### config.mk
export PLATFORM = sky130hd
export DESIGN_NAME = sxa_alu
export DESIGN_NICKNAME = d
export VERILOG_FILES = /design/src/rtl/sxa_alu.v /design/src/rtl/sxa_file_ram.v
export VERILOG_INCLUDE_DIRS = /design/src /design/src/rtl
export SDC_FILE = /design/constraint.sdc
export NUM_CORES = 1
export LEC_CHECK = 0
export BUFFER_PORTS_ARGS = -buffer_cell sky130_fd_sc_hd__buf_2
export CORE_MARGIN = 2
export CORE_UTILIZATION = 40
export CTS_BUF_LIST = sky130_fd_sc_hd__clkbuf_8
export DETAILED_ROUTE_END_ITERATION = 10
export GPL_ROUTABILITY_DRIVEN = 0
export PLACE_DENSITY_LB_ADDON = 0.08
export SYNTH_ARGS = -nofsm -noshare
export SYNTH_HDL_FRONTEND = slang
export SYNTH_HIERARCHICAL = 1
export SYNTH_SLANG_ARGS = --single-unit
### constraint.sdc
create_clock -name core_clk -period 9.5 [get_ports core_clk]
set_clock_uncertainty 0.05 [all_clocks]
set_input_delay 0.475 -clock core_clk [delete_from_list [all_inputs] [get_ports core_clk]]
set_output_delay 0.475 -clock core_clk [all_outputs]
set_load 0.01 [all_outputs]
### src/rtl/sxa_map.vh
/*
 * Constants for the subtract, exclusive-or and nibble-exchange datapath
 * slice of an 8-bit core: operation codes, flag positions, reset values.
 * Assumes the instruction decode presents one operation per request.
 */
// Summary of operation
// - Literal minus accumulator to accumulator; carry, nibble, zero
// - Literal exclusive-or accumulator, only zero flag
// - Register minus accumulator, target bit picks destination
// - Register exclusive-or accumulator, target bit, zero only
// - Exchange register nibbles, target bit, no flags
`ifndef SXA_MAP_VH
`define SXA_MAP_VH

// Operation codes on op_sel
`define SXA_OP_LITERAL_MINUS_ACC    3'h0
`define SXA_OP_LITERAL_PARITY_MIX   3'h1
`define SXA_OP_FILE_MINUS_ACC       3'h2
`define SXA_OP_FILE_EXCLUSIVE_OR    3'h3
`define SXA_OP_NIBBLE_EXCHANGE      3'h4

// Flag positions in the three-bit flag vector
`define SXA_FLAG_CARRY              0
`define SXA_FLAG_NIBBLE_CARRY       1
`define SXA_FLAG_ZERO               2

// Reset values
`define SXA_ACC_RESET               8'h00
`define SXA_FLAGS_RESET             3'h0
`define SXA_RESULT_RESET            8'h00

// Register address width (0 to 127)
`define SXA_ADDR_W                  7

`endif

### src/rtl/sxa_alu.v
/*
 * Datapath slice executing five operations against the accumulator and the
 * 128-byte data register file, with carry, nibble carry and zero flags.
 * Assumes the decode holds op_valid for one cycle per operation and waits
 * for op_done before issuing the next; the register file read takes one
 * cycle, so register operations finish on the second edge.
 */
`include "sxa_map.vh"

module sxa_alu (
  input  wire       core_clk,
  input  wire       resetn,
  input  wire       op_valid,
  input  wire [2:0] op_sel,
  input  wire [7:0] literal,
  input  wire [6:0] file_addr,
  input  wire       target,
  input  wire       host_wr_en,
  input  wire [6:0] host_addr,
  input  wire [7:0] host_wr_data,
  output wire       op_ready,
  output reg        op_done,
  output reg  [7:0] acc,
  output reg  [7:0] result,
  output reg        carry_flag,
  output reg        nibble_carry_flag,
  output reg        zero_flag,
  output wire [7:0] host_rd_data
);

  // ****************************************************
  // Local state
  // ****************************************************
  localparam ST_IDLE = 1'b0;
  localparam ST_FILE = 1'b1;

  reg        state;
  reg  [2:0] op_hold;
  reg  [6:0] addr_hold;
  reg        target_hold;
  reg  [7:0] next_acc;
  reg  [7:0] next_result;
  reg  [2:0] next_flags;
  reg  [2:0] flag_mask;
  reg        file_wr;
  wire [7:0] file_q;

  // Subtract a from b, returns {carry, nibble carry, difference}
  function [9:0] sub_flags;
    input [7:0] b;
    input [7:0] a;
    reg   [8:0] full;
    reg   [4:0] low;
    begin
      full = {1'b0, b} - {1'b0, a};
      low = {1'b0, b[3:0]} - {1'b0, a[3:0]};
      sub_flags = {~full[8], ~low[4], full[7:0]};
    end
  endfunction

  // ****************************************************
  // Operation decode
  // ****************************************************
  // Literal operations need no register file read
  function is_literal_op;
    input [2:0] op;
    begin
      is_literal_op = (op == `SXA_OP_LITERAL_MINUS_ACC) ||
                      (op == `SXA_OP_LITERAL_PARITY_MIX);
    end
  endfunction

  // Register operations wait one cycle for the file read
  function is_file_op;
    input [2:0] op;
    begin
      is_file_op = (op == `SXA_OP_FILE_MINUS_ACC) ||
                   (op == `SXA_OP_FILE_EXCLUSIVE_OR) ||
                   (op == `SXA_OP_NIBBLE_EXCHANGE);
    end
  endfunction

  // ****************************************************
  // Operation evaluation
  // ****************************************************
  // Operand comes from the literal or the register file read data
  always @* begin : eval
    reg [9:0] d;
    reg [7:0] src;
    d = 10'h000;
    src = (state == ST_IDLE) ? literal : file_q;
    next_result = `SXA_RESULT_RESET;
    flag_mask = 3'h0;
    next_flags = 3'h0;
    case ((state == ST_IDLE) ? op_sel : op_hold)
      `SXA_OP_LITERAL_MINUS_ACC, `SXA_OP_FILE_MINUS_ACC: begin
        d = sub_flags(src, acc);
        next_result = d[7:0];
        flag_mask = 3'h7;
        next_flags[`SXA_FLAG_CARRY] = d[9];
        next_flags[`SXA_FLAG_NIBBLE_CARRY] = d[8];
        next_flags[`SXA_FLAG_ZERO] = (d[7:0] == 8'h00);
      end
      `SXA_OP_LITERAL_PARITY_MIX, `SXA_OP_FILE_EXCLUSIVE_OR: begin
        next_result = acc ^ src;
        flag_mask = 3'h4;
        next_flags[`SXA_FLAG_ZERO] = (next_result == 8'h00);
      end
      `SXA_OP_NIBBLE_EXCHANGE: begin
        next_result = {src[3:0], src[7:4]};
      end
      default: begin
        next_result = `SXA_RESULT_RESET;
      end
    endcase
  end

  // Literal ops finish in idle; register ops finish in ST_FILE
  wire finish = (state == ST_IDLE) ?
                (op_valid && is_literal_op(op_sel)) :
                1'b1;
  wire to_acc = (state == ST_IDLE) || !target_hold;

  // Destination selection
  always @* begin
    next_acc = (finish && to_acc) ? next_result : acc;
    file_wr = (state == ST_FILE) && target_hold;
  end

  assign op_ready = (state == ST_IDLE);

  // ****************************************************
  // Sequencer
  // ****************************************************
  // Register operations capture operands and wait for the read
  wire start_file = op_ready && op_valid && is_file_op(op_sel);

  // Two-state control: idle, or second cycle of a register operation
  always @(posedge core_clk or negedge resetn) begin
    if (!resetn) begin
      state <= ST_IDLE;
    end else begin
      case (state)
        ST_IDLE: begin
          if (start_file) begin
            state <= ST_FILE;
          end
        end
        ST_FILE: begin
          state <= ST_IDLE;
        end
        default: begin
          state <= ST_IDLE;
        end
      endcase
    end
  end

  // Operands held for the second cycle; the decode may move on
  always @(posedge core_clk or negedge resetn) begin
    if (!resetn) begin
      op_hold <= 3'h0;
      addr_hold <= 7'h00;
      target_hold <= 1'b0;
    end else if (start_file) begin
      op_hold <= op_sel;
      addr_hold <= file_addr;
      target_hold <= target;
    end
  end

  // ****************************************************
  // Accumulator, result and flags
  // ****************************************************
  // Accumulator keeps its value unless it is the destination
  always @(posedge core_clk or negedge resetn) begin
    if (!resetn) begin
      acc <= `SXA_ACC_RESET;
    end else begin
      acc <= next_acc;
    end
  end

  // Retirement pulse and last result
  always @(posedge core_clk or negedge resetn) begin
    if (!resetn) begin
      op_done <= 1'b0;
      result <= `SXA_RESULT_RESET;
    end else begin
      op_done <= finish;
      if (finish) begin
        result <= next_result;
      end
    end
  end

  // A flag moves only when the finishing operation affects it
  always @(posedge core_clk or negedge resetn) begin
    if (!resetn) begin
      {zero_flag, nibble_carry_flag, carry_flag} <= `SXA_FLAGS_RESET;
    end else if (finish) begin
      if (flag_mask[`SXA_FLAG_CARRY]) begin
        carry_flag <= next_flags[`SXA_FLAG_CARRY];
      end
      if (flag_mask[`SXA_FLAG_NIBBLE_CARRY]) begin
        nibble_carry_flag <= next_flags[`SXA_FLAG_NIBBLE_CARRY];
      end
      if (flag_mask[`SXA_FLAG_ZERO]) begin
        zero_flag <= next_flags[`SXA_FLAG_ZERO];
      end
    end
  end

  // ****************************************************
  // Register file
  // ****************************************************
  // Host port writes only while the slice is idle; reads use host_addr unless an idle request is presented
  wire       ram_wr = file_wr || (host_wr_en && state == ST_IDLE);
  wire [6:0] ram_wa = file_wr ? addr_hold : host_addr;
  wire [7:0] ram_wd = file_wr ? next_result : host_wr_data;
  wire [6:0] ram_ra = (state == ST_IDLE && op_valid) ? file_addr : host_addr;

  sxa_file_ram u_ram (
    .core_clk (core_clk),
    .wr_en    (ram_wr),
    .wr_addr  (ram_wa),
    .wr_data  (ram_wd),
    .rd_addr  (ram_ra),
    .rd_data  (file_q)
  );

  assign host_rd_data = file_q;

endmodule

### src/rtl/sxa_file_ram.v
/*
 * Data register file of 128 bytes with registered read data.
 * Assumes one write port and one read port on the core clock.
 */
module sxa_file_ram (
  input  wire       core_clk,
  input  wire       wr_en,
  input  wire [6:0] wr_addr,
  input  wire [7:0] wr_data,
  input  wire [6:0] rd_addr,
  output reg  [7:0] rd_data
);

  reg [7:0] mem [0:127];

  // Write port and registered read port
  always @(posedge core_clk) begin
    if (wr_en) begin
      mem[wr_addr] <= wr_data;
    end
    rd_data <= mem[rd_addr];
  end

endmodule

== Word level (Yosys, flattened, before mapping) ==
Memories as Yosys holds them, arrays and structs flattened. A register that Yosys moved wholly into a read port is not among the register bits.
Index checks and enable logic that the tools add are counted.

* Flip-flop bits (word level): 32
* Bits in latches: 0
* Bits in writable memories: 1024
* ROM bits: 0
* Input port bits: 38
* Word-level logic and storage cells: 60
* Memories kept: 1

{| class="wikitable"
|+ Memory list
! memory !! depth !! bits a word !! read ports !! clocked after memory_dff !! write ports !! RTL line !! source
|-
| u_ram.mem || 128 || 8 || 1 || 1 || 1 || sxa_file_ram.v:14 || <nowiki>reg [7:0] mem [0:127];</nowiki>
|}

* $add $sub $neg: 2
* Multipliers: 0
* Div/mod/pow operators: 0
* Order comparisons: 0
* Equal/unequal tests: 8
* Shift-type cells: 0
* Mux-type cells: 14
* Bitwise gates (word level): 4
* Reductions and logical operators: 21

{| class="wikitable"
|+ Operators by type and width
! operator !! count
|-
| 8-bit one-hot mux with 3 select lines || 1
|-
| 8-bit zero test || 2
|-
| 8-bit two-way mux || 2
|-
| 7-bit two-way mux || 2
|-
| 3-bit by 2-bit == test with 1-bit output (second input constant) || 4
|-
| 8-bit by 8-bit subtractor with 9-bit output || 1
|-
| 8-bit XOR || 1
|-
| 3-bit by 1-bit == test with 1-bit output (second input constant) || 2
|-
| 3-bit == test (second input constant) || 2
|-
| 1-bit logical AND || 6
|-
| 3-bit zero test || 2
|-
| 3-bit one-hot mux with 2 select lines || 1
|-
| 2-bit AND reduction || 3
|-
| 1-bit logical OR || 5
|-
| 4-bit by 4-bit subtractor with 5-bit output || 1
|-
| 1-bit two-way mux || 4
|-
| 1-bit one-hot mux with 2 select lines || 2
|-
| 2-bit OR reduction || 2
|-
| 3-bit two-way mux || 1
|-
| 1-bit inverter || 3
|-
| 2-bit two-way mux || 1
|-
| 1-bit zero test || 1
|}

== Longest topological paths before layout ==
* Word-level depth: 6
* Depth in mapped cells: 13

== Cells and area by module ==
Netlist, hierarchy kept.

{| class="wikitable"
|+ By module, submodules not included
! module !! times used !! cells each !! area an instance (µm²) !! sequential area each (µm²)
|-
| sxa_file_ram || 1 || 1635 || 39665.5 || 30909.6
|-
| sxa_alu || 1 || 289 || 2329.7 || 800.8
|}

== Least setup slack after synthesis ==
No wires, ideal clock.

* Path kind: register to register
* From: register state
* To: memory u_ram.mem[0][5] (data pin)
* Library setup time: 0.893 ns
* Data arrival time: 5.829 ns
* Slack: 2.729 ns
* Stages on the path, launching flop included: 10
* Buffers on the path: 2
* Cell sequence: dfrtp_1 > buf_2 > buf_2 > mux2_1 > ha_1 > o21ai_1 > a21oi_1 > nor4b_1 > o21ai_0 > a21oi_1

* Longest elaborated chain between the ends: 5

{| class="wikitable"
|+ RTL lines
! item !! RTL line !! source
|-
| from (decl) || sxa_alu.v:37 || <nowiki>reg state;</nowiki>
|-
| from (signal assigned) || sxa_alu.v:141 || <nowiki>state <= ST_IDLE;</nowiki>
|-
| from (signal assigned) || sxa_alu.v:146 || <nowiki>state <= ST_FILE;</nowiki>
|-
| from (signal assigned) || sxa_alu.v:150 || <nowiki>state <= ST_IDLE;</nowiki>
|-
| parallel branches: the longest is 4 deep, another holds 8-bit by 8-bit subtractor with 9-bit output || n/a ||
|-
| 8-bit two-way mux * || sxa_alu.v:220 || <nowiki>wire [7:0] ram_wd = file_wr ? next_result : host_wr_data;</nowiki>
|-
| via ram_wd[5] || sxa_alu.v:220 ||
|-
| to (decl) || sxa_file_ram.v:14 ||
|}

Mark *: on every way through the listed nets, which the timed path passes.

== Worst setup path after layout ==
* From: register state
* To: register u_ram.rd_data[1] (read register of u_ram.mem)

* Longest elaborated chain between the ends: 3

{| class="wikitable"
|+ RTL lines
! item !! RTL line !! source
|-
| 1-bit inverter || n/a ||
|-
| 1-bit logical AND || sxa_alu.v:221 || <nowiki>wire [6:0] ram_ra = (state == ST_IDLE && op_valid) ? file_addr : host_addr;</nowiki>
|-
| 7-bit two-way mux || sxa_alu.v:221 ||
|-
| via ram_ra[0] || sxa_alu.v:221 ||
|-
| to (decl) || sxa_file_ram.v:11 || <nowiki>output reg [7:0] rd_data</nowiki>
|}

The timed path passes the listed nets, and every way through them passes these cells.
A chain may end at the register's enable or synchronous reset.

==> metrics <==
status=finished, final reports clean; Residual DRC=0; LEAKAGE=15.0 nW; crit path time final=5.05 ns; Post-Route Setup TNS=0 ns; Core ar.=0.104 mm^2; Psw=0.00260 W; most frequent cells in the layout=edfxtp_1 (1,024), mux4_2 (336), clkbuf_8 (180); synthesized net count=1,976; io pins=67; unrepaired setup endpoints after global routing=false; switch share=0.256; final setup vio count=0; Reg power frac=0.525; DPL Wire Length=65,300 um; Critical Path RT=10.17 ns; CTS tree=built; Hold Path Origin=host_wr_data[4]; H-tree Lvls=4; Worst Path Class, Setup=flop to flop; VDD IR max=0.0995 mV; CP Launch Point=state; largest net degree at the start of global routing=129; Max Cap Viol=0; Clk Latency, worst-skew pair=0.86 ns; Pint=0.00755 W; HP Class=input pin to flop; register area share after synthesis=0.755; critical path arrival=5.72 ns; number of DRC markers in iteration 0=2,234; total gr overflow=0; Cells after DPL=3,316; share of layout cells above drive strength 1=0.315; initial core utilization=0.405; Final Slew Violations=0; FMAX=0.198 GHz; crit path capture type=flop; R2R setup slack=4.45 ns; Die Y=328 um; First-pass DRT Iterations=7; Cell variety after synth=48; syn avg cell area=21.8 um^2; pwr dens=214 mW/mm^2; Yosys reg bits=1,064; share of synthesized registers carrying an async set or reset=0.0301; filler instances=8,774; Max clock buf depth=3; CP max FO=106; launching element type of the critical path=flop; Netlist Area Pre-Place=0.0420 mm^2; Final Hold Violating Endpoints=0; WL final=109,000 um; most common cell after layout, fill and taps aside=edfxtp_1; Layout Cells excl Fill=3,653; wire length of the first global-routing pass=156,000 um; Final nets=2,179; Final period util=0.532; die area=0.108 mm^2; Worst slew margin=0.128; via count=20.4k; wire per inst=29.7 um; Core Rows=118; clock tree sinks=1,064; top_reg_cell synth=edfxtp_1; gr usage total=0.206; vias in the first global route=21.3k; Post-synth EDFFs=1,024; Final ANT Viol Nets=0; YS warnings=6; Syn Inst Count=1,924; area grow syn2layout=13.0%; CTS buffer count=175; CTS Root Buffer Type=clkbuf_8; Worst-Margin Slew=1.30 ns; reg-to-reg startpoint=state; combinational share of power=0.114; Clock transition at path regs=0.06 ns; clock share of power=0.361; postcts setup bufs=0; port bufs=66; vias per cell=5.58; initial antenna violation count=10; die span in x=328 um
[power by group through the flow]
stage | combinational [W] | clock [W] | sequential (W)
3_5_place_dp | 0.00116 | 0 | 0.00542
4_1_cts | 0.00117 | 0.00379 | 0.00533
6_report | 0.00116 | 0.00366 | 0.00533
2_1_floorplan | 0.000724 | 0 | 0.00543
5_1_grt | 0.00124 | 0.00398 | 0.00533
3_3_place_gp | 0.00115 | 0 | 0.00542
[cells in the mapped netlist, drive strengths merged, types with 2 or more instances]
cell type | count | share of area
xor2 | 2 | 0.00042
nor2 | 143 | 0.013
nand2b | 5 | 0.00074
dfxtp | 8 | 0.0038
edfxtp | 1024 | 0.73
mux2 | 25 | 0.0067
a21o | 3 | 0.00054
nand3 | 15 | 0.0018
nor3 | 16 | 0.0019
and3 | 2 | 0.00030
clkbuf | 51 | 0.0046
inv | 15 | 0.0013
o22ai | 4 | 0.00060
buf | 49 | 0.0062
a31oi | 6 | 0.00089
nand2 | 85 | 0.0076
xnor2 | 2 | 0.00042
a22oi | 2 | 0.00036
o211ai | 2 | 0.00036
a2111oi | 2 | 0.00086
nor2b | 13 | 0.0019
a21oi | 25 | 0.0030
nor3b | 4 | 0.00072
nand4 | 5 | 0.00074
a211oi | 2 | 0.00036
mux4 | 336 | 0.18
mux2i | 4 | 0.00095
ha | 13 | 0.0039
o21ai | 18 | 0.0021
dfrtp | 32 | 0.019
[final cells by class]
| class | instances | area [um^2] | area share |
|---|---|---|---|
| inverter | 15 | 56.3 | 0.00119 |
| antenna | 1 | 2.50 | 0.0000527 |
| multi-input combinational | 745 | 9940 | 0.209 |
| tap | 1380 | 1730 | 0.0364 |
| timing repair buffer | 126 | 841 | 0.0177 |
| clock buffer | 180 | 2480 | 0.0522 |
| clock inverter | 142 | 713 | 0.0150 |
| sequential | 1064 | 31700 | 0.668 |
[sequential cells by signal (all words and copies together) (netlist names), 3 cells and up]
signal         count
acc                8
addr_hold          7
op_hold            3
result             8
u_ram/mem       1024
u_ram/rd_data      8
[what timing repair did]
item / 4_1_cts / 5_1_grt
resized for setup: 0 / 0
setup endpoints to repair: 0 / 0
hold endpoints to repair: 43 / 0
hold buffers: 14 / 0
[metal layers]
layer | GRT usage | part of all wire | routed length [um] | vias to the layer above
met1 | 0.287 | 0.43 | 46900 | 10951
met2 | 0.318 | 0.47 | 51200 | 742
met4 | 0.0680 | 0.026 | 2810 | 6
met3 | 0.0517 | 0.070 | 7610 | 188
met5 | 0 | 0.00043 | 47 | -
li1 | - | - | - | 8487
[worst max-delay path, cell delays in order, from the launching register on]
cell	delay, ns
dfrtp_1	0.87
inv_2	0.10
nand2_1	0.28
nand2_1	0.14
nand2_4	0.13
buf_12	0.62
buf_4	0.63
mux4_2	0.59
mux4_2	0.51
mux4_2	0.54
mux2_2	0.30
[final timing paths]
check | depth (start not counted) | end
worst min register to register | 2 | addr_hold[4]
worst min-delay path | 3 | u_ram/mem[55][4]
min in group asynchronous | 2 | zero_flag
worst max-delay path | 10 | u_ram/rd_data[1]
worst max register to register | 10 | u_ram/rd_data[1]
max in group asynchronous | 2 | op_hold[2]
[cell families after synthesis]
group / share of synthesized area
flops: 0.755
mux: 0.188
simple gates: 0.0296
buf+inv: 0.0121
compound gates: 0.0102
fa+ha+maj: 0.00435
xor+xnor: 0.000834
[stage by stage]
step                total power, W  worst slack (ns)  hold slack, ns  cell area (um^2)   util
floorplan                  0.00615              2.73           0.129             42000      -
global placement           0.00657              4.32           0.402             44100  0.425
detailed placement         0.00659              4.28           0.408             44100  0.425
CTS                         0.0103              4.26          0.0321             47500  0.457
global route                0.0105              4.04          0.0994             47500  0.457
finish                      0.0102              4.45           0.103             47500  0.457
Note: power is estimated with default switching activity, not from simulation.
